`config.mk`:
```
export PLATFORM = sky130hd
export DESIGN_NAME = dram_termination_control
export DESIGN_NICKNAME = d
export VERILOG_FILES = /design/src/include/term_pkg.sv /design/src/dram_termination_control.sv
export VERILOG_INCLUDE_DIRS = /design/src /design/src/include
export SDC_FILE = /design/constraint.sdc
export NUM_CORES = 1
export LEC_CHECK = 0
export BUFFER_PORTS_ARGS = -buffer_cell sky130_fd_sc_hd__buf_4
export CELL_PAD_IN_SITES_DETAIL_PLACEMENT = 0
export CELL_PAD_IN_SITES_GLOBAL_PLACEMENT = 1
export CORE_MARGIN = 8
export CORE_UTILIZATION = 46
export CTS_CLUSTER_SIZE = 40
export DETAILED_ROUTE_END_ITERATION = 12
export MAX_ROUTING_LAYER = met4
export PLACE_DENSITY = 0.86
export SYNTH_ARGS = -nofsm -noshare
export SYNTH_HDL_FRONTEND = slang
export SYNTH_SLANG_ARGS = --single-unit
export TNS_END_PERCENT = 30
```
`constraint.sdc`:
```
create_clock -name CLK_SYS -period 2.8 [get_ports CLK_SYS]
set_input_delay 0.56 -clock CLK_SYS [delete_from_list [all_inputs] [get_ports CLK_SYS]]
set_output_delay 0.56 -clock CLK_SYS [all_outputs]
set_load 0.05 [all_outputs]
```
`src/include/term_consts.svh`:
```
// Constants of the data and command-bus termination controller.
// Assumes a 250 MHz system clock and the plain register port of the top module.
//
// Contract
// The command-bus field codes 1..6 select 240, 120, 80, 60, 48 and 40 ohm, i.e. the reference resistor divided by 1..6.
// A new command-bus value takes effect within the update time after the configuration write, and the controller waits that long.
// Data, strobe and mask termination are switched by internal logic alone, from write commands and configuration bits.
// Data termination is off while the die is in power-down or self refresh.
// Data termination is enabled by a non-zero four-bit data field, whose value selects the resistance; the code also needs the low three bits non-zero.
// Data termination counts as disabled whenever the top bit of the data field is zero.
// When enabled, termination rests at high impedance and turns on after a sampled write or mask write command.
// Termination turns back off to high impedance once the write burst is over.
// The turn-on latency is a count of command clocks from the second column command, fixed per speed bin.
// The turn-off latency is a count of command clocks from the second column command, fixed per speed bin.
// After the turn-on latency, termination leaves high impedance no earlier than the least turn-on time.
// After the turn-off latency, termination starts turning off no earlier than the least turn-off time.
// Turn-on latencies for set A/B are n/a/6, 4/12, 4/14, 6/18, 6/20, 8/24 across the six upper speed bins.
// Turn-off latencies for set A/B are n/a/22, 20/28, 22/32, 24/36, 26/40, 28/44 across the same bins.
// The command-bus field resets to a value that leaves command-bus termination disabled.
// A 32-beat burst adds eight command clocks to the turn-off latency.
// In write leveling, data termination stays off and strobe termination follows the data enable.
`ifndef TERM_CONSTS_SVH
`define TERM_CONSTS_SVH

// ----------------------------------------------------------------------
// Register map
// ----------------------------------------------------------------------
`define OFS_TERM_CFG      8'h0B
`define OFS_TERM_CTRL     8'h10
`define OFS_TERM_STATUS   8'h14
`define TERM_CFG_RESET    8'h00
`define TERM_CTRL_RESET   8'h00

// ----------------------------------------------------------------------
// Field positions
// ----------------------------------------------------------------------
`define DATA_DIV_LSB      0
`define DATA_DIV_MSB      2
`define DATA_EN_BIT       3
`define CA_FIELD_LSB      4
`define CA_FIELD_MSB      6
`define CTRL_BIN_LSB      0
`define CTRL_BIN_MSB      2
`define CTRL_SET_B_BIT    3
`define CTRL_BURST_LENGTH_32_BIT     4

// ----------------------------------------------------------------------
// Timing
// ----------------------------------------------------------------------
`define CLK_PERIOD_PS     4000
`define TERM_ON_MIN_PS    1500
`define TERM_OFF_MIN_PS   1500
`define CA_UPDATE_PS      20000
`define BURST_LENGTH_32_EXTRA_CK     8
`define TERM_ON_MIN_CYC   ((`TERM_ON_MIN_PS + `CLK_PERIOD_PS - 1) / `CLK_PERIOD_PS)
`define TERM_OFF_MIN_CYC  ((`TERM_OFF_MIN_PS + `CLK_PERIOD_PS - 1) / `CLK_PERIOD_PS)
`define CA_UPDATE_CYC     ((`CA_UPDATE_PS / `CLK_PERIOD_PS) > 0 ? \
                           (`CA_UPDATE_PS / `CLK_PERIOD_PS) : 1)

`endif

```
`src/include/term_pkg.sv`:
```
// Types shared by the termination controller.
// Assumes nothing beyond a SystemVerilog compiler.
package term_pkg;

    // ------------------------------------------------------------------
    // Data termination sequencer states
    // ------------------------------------------------------------------
    typedef enum logic [2:0] {
        T_IDLE,
        T_ARMED,
        T_RAMP_ON,
        T_ON,
        T_RAMP_OFF
    } term_state_t;

    typedef logic [2:0] rzq_div_t;

endpackage

```
`src/dram_termination_control.sv`:
```
// Termination controller of the die: configuration registers, command capture and the
// data termination sequencer.
// Assumes the command pins and command clock come from outside the system clock domain,
// and the register port and power-state inputs come from logic on the system clock.
//
// Chosen here: the register offsets and strobed register access.
`include "term_consts.svh"

module dram_termination_control (
    input  wire logic                CLK_SYS,
    input  wire logic                RSTN,
    input  wire logic [7:0]          ADDR,
    input  wire logic [7:0]          WDATA,
    input  wire logic                WR_STB,
    input  wire logic                RD_STB,
    output logic      [7:0]          RDATA,
    input  wire logic                CMD_CLOCK_TRUE,
    input  wire logic                CMD_WRITE1,
    input  wire logic                CMD_MASK_WRITE1,
    input  wire logic                CMD_CAS2,
    input  wire logic                PWR_DOWN,
    input  wire logic                SELF_REFRESH,
    input  wire logic                WRITE_LEVELING,
    output logic                     DQ_TERM_EN,
    output logic                     DQS_TERM_EN,
    output term_pkg::rzq_div_t       DATA_TERM_DIV,
    output term_pkg::rzq_div_t       CA_TERM_DIV
);
    import term_pkg::*;

    localparam int TON      = `TERM_ON_MIN_CYC;
    localparam int TOFF     = `TERM_OFF_MIN_CYC;
    localparam int TON_P1   = TON + 1;
    localparam int TOFF_P1  = TOFF + 1;
    localparam int CA_UPD   = `CA_UPDATE_CYC;

    // ------------------------------------------------------------------
    // Register port
    // ------------------------------------------------------------------
    logic [7:0]  cfg_q;
    logic [7:0]  ctrl_q;
    logic        cfg_wr;
    logic        ca_write;

    assign cfg_wr   = WR_STB && (ADDR == `OFS_TERM_CFG);
    assign ca_write = cfg_wr && (WDATA[`CA_FIELD_MSB:`CA_FIELD_LSB]
                                 != cfg_q[`CA_FIELD_MSB:`CA_FIELD_LSB]);

    always_ff @(posedge CLK_SYS or negedge RSTN) begin
        if (!RSTN) begin
            cfg_q  <= `TERM_CFG_RESET;
            ctrl_q <= `TERM_CTRL_RESET;
        end else if (WR_STB) begin
            if (ADDR == `OFS_TERM_CFG) begin
                cfg_q <= {1'b0, WDATA[6:0]};
            end else if (ADDR == `OFS_TERM_CTRL) begin
                ctrl_q <= {3'h0, WDATA[4:0]};
            end
        end
    end

    // ------------------------------------------------------------------
    // Command pin synchronisers
    // ------------------------------------------------------------------
    // A change is accepted only when the second and third stages agree, which
    // keeps a metastable settle from showing up as a false command clock edge.
    logic [3:0]  pins;
    logic [3:0]  s1_q;
    logic [3:0]  s2_q;
    logic [3:0]  s3_q;
    logic [3:0]  flt_q;

    assign pins = {CMD_CLOCK_TRUE, CMD_WRITE1, CMD_MASK_WRITE1, CMD_CAS2};

    for (genvar i = 0; i < 4; i++) begin : g_sync
        always_ff @(posedge CLK_SYS or negedge RSTN) begin
            if (!RSTN) begin
                s1_q[i]  <= 1'b0;
                s2_q[i]  <= 1'b0;
                s3_q[i]  <= 1'b0;
                flt_q[i] <= 1'b0;
            end else begin
                s1_q[i] <= pins[i];
                s2_q[i] <= s1_q[i];
                s3_q[i] <= s2_q[i];
                if (s2_q[i] == s3_q[i]) begin
                    flt_q[i] <= s3_q[i];
                end
            end
        end
    end

    logic ck_edge;
    logic wr_cmd;
    logic cas_cmd;

    assign ck_edge = s2_q[3] && s3_q[3] && !flt_q[3];
    assign wr_cmd  = ck_edge && (flt_q[2] || flt_q[1]);
    assign cas_cmd = ck_edge && flt_q[0];

    // ------------------------------------------------------------------
    // Latency table
    // ------------------------------------------------------------------
    logic        data_en;
    logic        low_power;
    logic        burst_length_32;
    logic        lat_ok;
    logic [5:0]  on_lat;
    logic [5:0]  off_lat;
    logic [5:0]  tab_off;

    assign data_en   = cfg_q[`DATA_EN_BIT] &&
                       (cfg_q[`DATA_DIV_MSB:`DATA_DIV_LSB] != 3'h0);
    assign low_power = PWR_DOWN || SELF_REFRESH;
    assign burst_length_32      = ctrl_q[`CTRL_BURST_LENGTH_32_BIT];

    always_comb begin
        lat_ok  = 1'b1;
        on_lat  = 6'h00;
        tab_off = 6'h00;
        case ({ctrl_q[`CTRL_BIN_MSB:`CTRL_BIN_LSB], ctrl_q[`CTRL_SET_B_BIT]})
            4'h5:    begin on_lat = 6'd6;  tab_off = 6'd22; end
            4'h6:    begin on_lat = 6'd4;  tab_off = 6'd20; end
            4'h7:    begin on_lat = 6'd12; tab_off = 6'd28; end
            4'h8:    begin on_lat = 6'd4;  tab_off = 6'd22; end
            4'h9:    begin on_lat = 6'd14; tab_off = 6'd32; end
            4'hA:    begin on_lat = 6'd6;  tab_off = 6'd24; end
            4'hB:    begin on_lat = 6'd18; tab_off = 6'd36; end
            4'hC:    begin on_lat = 6'd6;  tab_off = 6'd26; end
            4'hD:    begin on_lat = 6'd20; tab_off = 6'd40; end
            4'hE:    begin on_lat = 6'd8;  tab_off = 6'd28; end
            4'hF:    begin on_lat = 6'd24; tab_off = 6'd44; end
            default: lat_ok = 1'b0;
        endcase
    end

    assign off_lat = burst_length_32 ? tab_off + 6'(`BURST_LENGTH_32_EXTRA_CK) : tab_off;

    // ------------------------------------------------------------------
    // Command tracking and latency count
    // ------------------------------------------------------------------
    // Only a column command that follows a write or mask write starts a
    // termination window; reads and other column commands leave it alone.
    logic        armed_q;
    logic        cas_fire;
    logic [5:0]  cnt_q;
    logic [5:0]  cnt_nx;
    logic        on_hit;
    logic        off_hit;

    assign cas_fire = cas_cmd && armed_q;
    assign cnt_nx   = cnt_q + 6'h01;
    assign on_hit   = ck_edge && !cas_fire && (cnt_nx == on_lat);
    assign off_hit  = ck_edge && !cas_fire && (cnt_nx == off_lat);

    always_ff @(posedge CLK_SYS or negedge RSTN) begin
        if (!RSTN) begin
            armed_q <= 1'b0;
        end else if (wr_cmd) begin
            armed_q <= 1'b1;
        end else if (cas_cmd) begin
            armed_q <= 1'b0;
        end
    end

    always_ff @(posedge CLK_SYS or negedge RSTN) begin
        if (!RSTN) begin
            cnt_q <= 6'h00;
        end else if (cas_fire) begin
            cnt_q <= 6'h00;
        end else if (ck_edge && cnt_q != 6'h3F) begin
            cnt_q <= cnt_nx;
        end
    end

    // ------------------------------------------------------------------
    // Data termination sequencer
    // ------------------------------------------------------------------
    // Power-down, self refresh, write leveling or a disabled field drop the
    // window at once; the analog ramp is not modelled beyond its least time.
    logic        valid;
    term_state_t state_q;
    term_state_t state_d;
    logic [2:0]  wait_q;
    logic [2:0]  wait_d;

    assign valid = data_en && lat_ok && !low_power && !WRITE_LEVELING;

    always_comb begin
        state_d = state_q;
        wait_d  = (wait_q != 3'h0) ? wait_q - 3'h1 : 3'h0;
        case (state_q)
            T_IDLE: begin
                if (cas_fire) begin
                    state_d = T_ARMED;
                end
            end
            T_ARMED: begin
                if (on_hit) begin
                    state_d = T_RAMP_ON;
                    wait_d  = 3'(TON);
                end
            end
            T_RAMP_ON: begin
                if (wait_q <= 3'h1) begin
                    state_d = T_ON;
                end
            end
            T_ON: begin
                if (off_hit) begin
                    state_d = T_RAMP_OFF;
                    wait_d  = 3'(TOFF);
                end
            end
            T_RAMP_OFF: begin
                if (cas_fire) begin
                    state_d = T_ARMED;
                end else if (wait_q <= 3'h1) begin
                    state_d = T_IDLE;
                end
            end
            default: state_d = T_IDLE;
        endcase
        if (!valid) begin
            state_d = T_IDLE;
        end
    end

    always_ff @(posedge CLK_SYS or negedge RSTN) begin
        if (!RSTN) begin
            state_q <= T_IDLE;
            wait_q  <= 3'h0;
        end else begin
            state_q <= state_d;
            wait_q  <= wait_d;
        end
    end

    // ------------------------------------------------------------------
    // Termination outputs
    // ------------------------------------------------------------------
    logic        dq_d;

    assign dq_d = (state_d == T_ON) || (state_d == T_RAMP_OFF);

    always_ff @(posedge CLK_SYS or negedge RSTN) begin
        if (!RSTN) begin
            DQ_TERM_EN    <= 1'b0;
            DQS_TERM_EN   <= 1'b0;
            DATA_TERM_DIV <= 3'h0;
        end else begin
            DQ_TERM_EN    <= dq_d && !WRITE_LEVELING;
            DQS_TERM_EN   <= WRITE_LEVELING ? (data_en && !low_power) : dq_d;
            DATA_TERM_DIV <= data_en ? cfg_q[`DATA_DIV_MSB:`DATA_DIV_LSB] : 3'h0;
        end
    end

    // ------------------------------------------------------------------
    // Command-bus termination update
    // ------------------------------------------------------------------
    // The applied value lags the register by the update time so that the
    // receivers never see a half-switched bank of legs.
    logic [7:0]  upd_q;
    logic [2:0]  ca_field;

    assign ca_field = cfg_q[`CA_FIELD_MSB:`CA_FIELD_LSB];

    always_ff @(posedge CLK_SYS or negedge RSTN) begin
        if (!RSTN) begin
            upd_q       <= 8'h00;
            CA_TERM_DIV <= 3'h0;
        end else if (ca_write) begin
            upd_q <= 8'(CA_UPD);
        end else if (upd_q != 8'h00) begin
            upd_q <= upd_q - 8'h01;
            if (upd_q == 8'h01) begin
                CA_TERM_DIV <= (ca_field == 3'h7) ? 3'h0 : ca_field;
            end
        end
    end

    // ------------------------------------------------------------------
    // Read data
    // ------------------------------------------------------------------
    always_ff @(posedge CLK_SYS or negedge RSTN) begin
        if (!RSTN) begin
            RDATA <= 8'h00;
        end else if (RD_STB) begin
            case (ADDR)
                `OFS_TERM_CFG:    RDATA <= cfg_q;
                `OFS_TERM_CTRL:   RDATA <= ctrl_q;
                `OFS_TERM_STATUS: RDATA <= {1'b0, !lat_ok, CA_TERM_DIV,
                                            DQS_TERM_EN, DQ_TERM_EN, armed_q};
                default:          RDATA <= 8'h00;
            endcase
        end else begin
            RDATA <= 8'h00;
        end
    end

    // ------------------------------------------------------------------
    // Assertions
    // ------------------------------------------------------------------
    low_power_off_a: assert property (@(posedge CLK_SYS) disable iff (!RSTN)
        low_power |=> (!DQ_TERM_EN && !DQS_TERM_EN))
        else $error("Termination on during power-down or self refresh.");

    disabled_off_a: assert property (@(posedge CLK_SYS) disable iff (!RSTN)
        !cfg_q[`DATA_EN_BIT] |=> !DQ_TERM_EN)
        else $error("Data termination on with top field bit clear.");

    level_dq_off_a: assert property (@(posedge CLK_SYS) disable iff (!RSTN)
        WRITE_LEVELING |=> !DQ_TERM_EN)
        else $error("Data termination on during write leveling.");

    level_dqs_a: assert property (@(posedge CLK_SYS) disable iff (!RSTN)
        (WRITE_LEVELING && !low_power) |=> (DQS_TERM_EN == $past(data_en)))
        else $error("Strobe termination wrong during write leveling.");

    turn_on_time_a: assert property (@(posedge CLK_SYS) disable iff (!RSTN)
        (state_q == T_ARMED && on_hit && valid) |->
            ##[1:TON_P1] (DQ_TERM_EN || !valid))
        else $error("Termination late after turn-on latency.");

    turn_on_early_a: assert property (@(posedge CLK_SYS) disable iff (!RSTN)
        $rose(DQ_TERM_EN) |-> ($past(state_q) == T_RAMP_ON))
        else $error("Termination on without turn-on window.");

    turn_off_time_a: assert property (@(posedge CLK_SYS) disable iff (!RSTN)
        (state_q == T_ON && off_hit && valid && !WRITE_LEVELING) |=>
            DQ_TERM_EN ##[1:TOFF_P1] (!DQ_TERM_EN || cas_fire))
        else $error("Termination off window wrong.");

    off_latency_a: assert property (@(posedge CLK_SYS) disable iff (!RSTN)
        (burst_length_32 && lat_ok) |-> (off_lat == tab_off + 6'(`BURST_LENGTH_32_EXTRA_CK)) && (on_lat < tab_off))
        else $error("Turn-off latency not extended for long burst.");

    ca_update_a: assert property (@(posedge CLK_SYS) disable iff (!RSTN)
        ca_write |-> ##[1:CA_UPD] (upd_q == 8'h01 || ca_write))
        else $error("Command-bus termination not applied in time.");

    ca_decode_a: assert property (@(posedge CLK_SYS) disable iff (!RSTN)
        (upd_q == 8'h01 && !ca_write) |=>
            (CA_TERM_DIV == ((ca_field == 3'h7) ? 3'h0 : ca_field)))
        else $error("Command-bus termination code wrong.");

    term_on_c: cover property (@(posedge CLK_SYS) disable iff (!RSTN)
        $rose(DQ_TERM_EN));
    term_off_c: cover property (@(posedge CLK_SYS) disable iff (!RSTN)
        $fell(DQ_TERM_EN) && !low_power);
    long_burst_c: cover property (@(posedge CLK_SYS) disable iff (!RSTN)
        off_hit && burst_length_32 && state_q == T_ON);
    ca_update_c: cover property (@(posedge CLK_SYS) disable iff (!RSTN)
        upd_q == 8'h01);

endmodule

```
==> impl_metrics.csv <==
group,metric,value,unit
outcome,outcome,"completed",
power,leakage,1.792,nW
logic_synthesis,synth_top_cell_area_share,0.4734,
detailed_routing,initialDrtViolationCount,117,
cts,cts.path.max_buffers,2,
worst_setup_path,arrival,2710,ps
grt,grt_pass1_wl,11870,um
min_path,hp-class,"in -> async",
cts,holdBufCountCts,0,
sta,max_freq,404.0,MHz
cts,cts_setup_buffers,0,
grt,grt_util_all_layers,0.1531,
detailed_routing,vias_per_cell,5.421,
logic_synthesis,ys_seq_area_frac,0.4734,
cts,clock_latency,340,ps
detailed_routing,vias,2499,
placement,gp_congestion,0.8381,
floorplan,core,0.007176,sq mm
sta,fin_setup_tns,0,ps
cts,cts_tree,"done",
detailed_routing,ant_nets,0,
cts,cts_num_sinks,64,
power,power_density,616.9,mW/mm^2
worst_setup_path,required,3040,ps
logic_synthesis,synth_compound_area_frac,0.1490,
final_layout,drive_gt1_frac,0.2707,
placement,dp_hpwl,5146,um
sta,slew-limit-headroom,0.4691,
detailed_routing,first_pass_iters,5,
logic_synthesis,avgSynthCellArea,10.91,sq um
worst_setup_path,crit_type,"reg -> reg",
final_layout,area_growth,17.38,%
floorplan,pin_count,43,
flow_run,maxCapViolations,0,
logic_synthesis,synth_edf_count,0,
cts,cts-root-buf,"clkbuf_8",
cts,htree_levels,3,
cts,numCtsBuffers,9,
worst_setup_path,worstSetupEndpointType,"flop",
placement,port_buffers,40,
logic_synthesis,ys_warn_count,0,
detailed_routing,wl,7123,um
placement,placed_area,0.003787,sq mm
power,p_switching,790.1,uW
final_layout,fin_area,0.003971,sq mm
logic_synthesis,yosysUniqueCellTypes,69,
detailed_routing,detail_route.wl_per_cell,15.45,um
logic_synthesis,synth_fa_ha_area_frac,0.03846,
detailed_routing,drc,0,
cts,post_cts_resized,0,
cts,path_clk_slew,70,ps
floorplan,dieArea,0.01036,sq mm
floorplan,rows,31,
logic_synthesis,synthXorXnorAreaFrac,0.06287,
grt,overflow,0,
final_layout,nets,392,
final_layout,fillers,659,
logic_synthesis,ys_top_cells_by_count,"64 x dfrtp_1, 24 x nor2_1, 22 x nand2_1",
floorplan,initial_utilization,0.4715,
power,p_int,1.660,mW
logic_synthesis,synthTopCellsByArea,"dfrtp_1 47%, mux2_2 3.7%, xnor2_1 3.1%",
worst_setup_path,start_kind,"flop",
grt,grt_max_degree,65,
logic_synthesis,syn_nets,345,
final_layout,num_antenna_cells,0,
sta,slew_viol_final,0,
power,peakVddDrop,0.4690,mV
grt,antenna_found_initial,0,
logic_synthesis,synth_top_family_by_area,"simple AND/OR/NAND/NOR gates",
logic_synthesis,synth_mux_area_frac,0.05732,
power,switching_share,0.3225,
logic_synthesis,yosysTopAreaCell,"dfrtp_1",
worst_setup_path,cp_max_fo,8,
power,clock_power_share,0.297,
sta,worst_slew_pin_slew,796.4,ps
logic_synthesis,yosys.area_share.simple,0.1797,
logic_synthesis,synth-seq-cells,64,
logic_synthesis,asyncSetResetFlopFracSynth,1.000,
sta,setup_viol,0,
sta,final_hold_viol_count,0,
sta,clock_skew,8.536,ps
logic_synthesis,synth_ff_type,"dfrtp_1",
grt,grt_pass1_vias,2499,
sta,rsz0062_at_grt,"false",
floorplan,die_y,101.8,um
sta,period_share,0.8841,
logic_synthesis,synth_most_common_cell,"dfrtp_1",
power,power_frac_seq,0.469,
logic_synthesis,synth_area,0.003383,sq mm
power,p_comb_frac,0.233,
sta,period_minus_slack,2475,ps
logic_synthesis,synthCells,310,
floorplan,die_width,101.8,um
-- cell usage in the layout (no fill, tap or decap), types with 3 or more instances in the layout --
master / Yosys / routed
a21boi_0: 4 / 4
a21oi_1: 15 / 15
a222oi_1: 5 / 5
and2_1: 5 / 5
buf_4: 4 / 50
clkbuf_8: 0 / 11
dfrtp_1: 64 / 64
ha_1: 8 / 8
inv_1: 9 / 9
maj3_1: 3 / 3
mux2_2: 11 / 11
mux2_4: 4 / 4
nand2_1: 22 / 22
nand3_1: 10 / 10
nand4_1: 3 / 3
nor2_1: 24 / 24
nor3_1: 10 / 10
o211ai_1: 3 / 3
o21a_1: 3 / 3
o21ai_0: 13 / 13
or2_2: 4 / 4
or3_1: 3 / 3
xnor2_1: 12 / 12
xor2_1: 6 / 6
-- final timing paths --
path                                             from                     to  slack [ps]  depth (start not counted)
worst max-delay path            ctrl_q[3]$_DFFE_PN0P_   state_q[1]$_DFF_PN0_         320                          9
worst min-delay path                             RSTN   cnt_q[1]$_DFFE_PN0P_         290                          1
worst max register to register  ctrl_q[3]$_DFFE_PN0P_   state_q[1]$_DFF_PN0_         320                          9
worst min register to register      s1_q[2]$_DFF_PN0_      s2_q[2]$_DFF_PN0_         340                          0
max in group asynchronous                        RSTN  ctrl_q[1]$_DFFE_PN0P_        1970                          1
min in group CLK_SYS                   CMD_CLOCK_TRUE      s1_q[3]$_DFF_PN0_         330                          1
-- cell type report --
| cell class | instances | area (sq um) | share of cell area |
|---|---|---|---|
| well taps | 99 | 123.9 | 0.03119 |
| inverters | 9 | 33.78 | 0.008507 |
| clock buffers | 12 | 155.1 | 0.03907 |
| repair buffers | 50 | 375.4 | 0.09452 |
| clock inverters | 4 | 28.78 | 0.007246 |
| flip-flops and latches | 64 | 1602 | 0.4033 |
| multi-input cells | 223 | 1653 | 0.4162 |
-- worst max-delay path, cell delays in order, from the launching register on --
cell      delay [ps]
dfrtp_1          490
nand2_1          170
a21boi_0         330
ha_1             210
nand2_1           60
xnor2_1          170
xnor3_1          270
nor4_4           260
o21ai_0          180
o211a_1          230
-- flip-flops by register name, summed over array words and instances, names as in the netlist --
register,count
upd_q,8
RDATA,7
cfg_q,7
cnt_q,6
ctrl_q,5
flt_q,4
s1_q,4
s2_q,4
s3_q,4
CA_TERM_DIV,3
DATA_TERM_DIV,3
state_q,3
wait_q,3
DQS_TERM_EN,1
DQ_TERM_EN,1
armed_q,1
-- metrics by stage --
step | power (mW) | cells | setup slack (ps) | utilization | hold WS [ps]
6_report | 2.450 | 461 | 324.5 | 0.5534 | 294.6
3_3_place_gp | 1.716 | 445 | 380.1 | 0.5278 | 332.2
4_1_cts | 2.483 | 461 | 326.1 | 0.5534 | 302.0
3_5_place_dp | 1.737 | 445 | 331.7 | 0.5278 | 336.5
5_1_grt | 2.608 | 461 | 147.5 | 0.5534 | 291.4
2_1_floorplan | 1.578 | 310 | 565.4 | - | 264.4
-- logic make-up (layout without fill, tap and decap cells) --
group / count (synthesis) / count (layout)
AO/OA/AOI/OAI: 69 / 69
XOR/XNOR: 21 / 21
adder cells (fa/ha/maj): 11 / 11
buffers and inverters: 23 / 75
flip-flops: 64 / 64
multiplexers: 16 / 16
other: 1 / 1
AND/OR/NAND/NOR: 105 / 105
-- power by group through the flow --
stage          clock network [mW]  logic, mW  registers (mW)
6_report                    0.729      0.571            1.15
5_1_grt                     0.799      0.644            1.16
4_1_cts                     0.757      0.577            1.15
3_5_place_dp                    0      0.574            1.16
3_3_place_gp                    0      0.557            1.16
2_1_floorplan                   0      0.459            1.12
-- per-layer routing --
metal  vias to the layer above  share of wire  GRT usage
met2                        48           0.49     0.2359
met3                        11          0.040    0.05636
met5                         -              0          -
li1                       1210              -          -
met1                      1230           0.45     0.1770
met4                         0          0.018    0.06071
No activity file was read; power rests on OpenSTA's default activity.
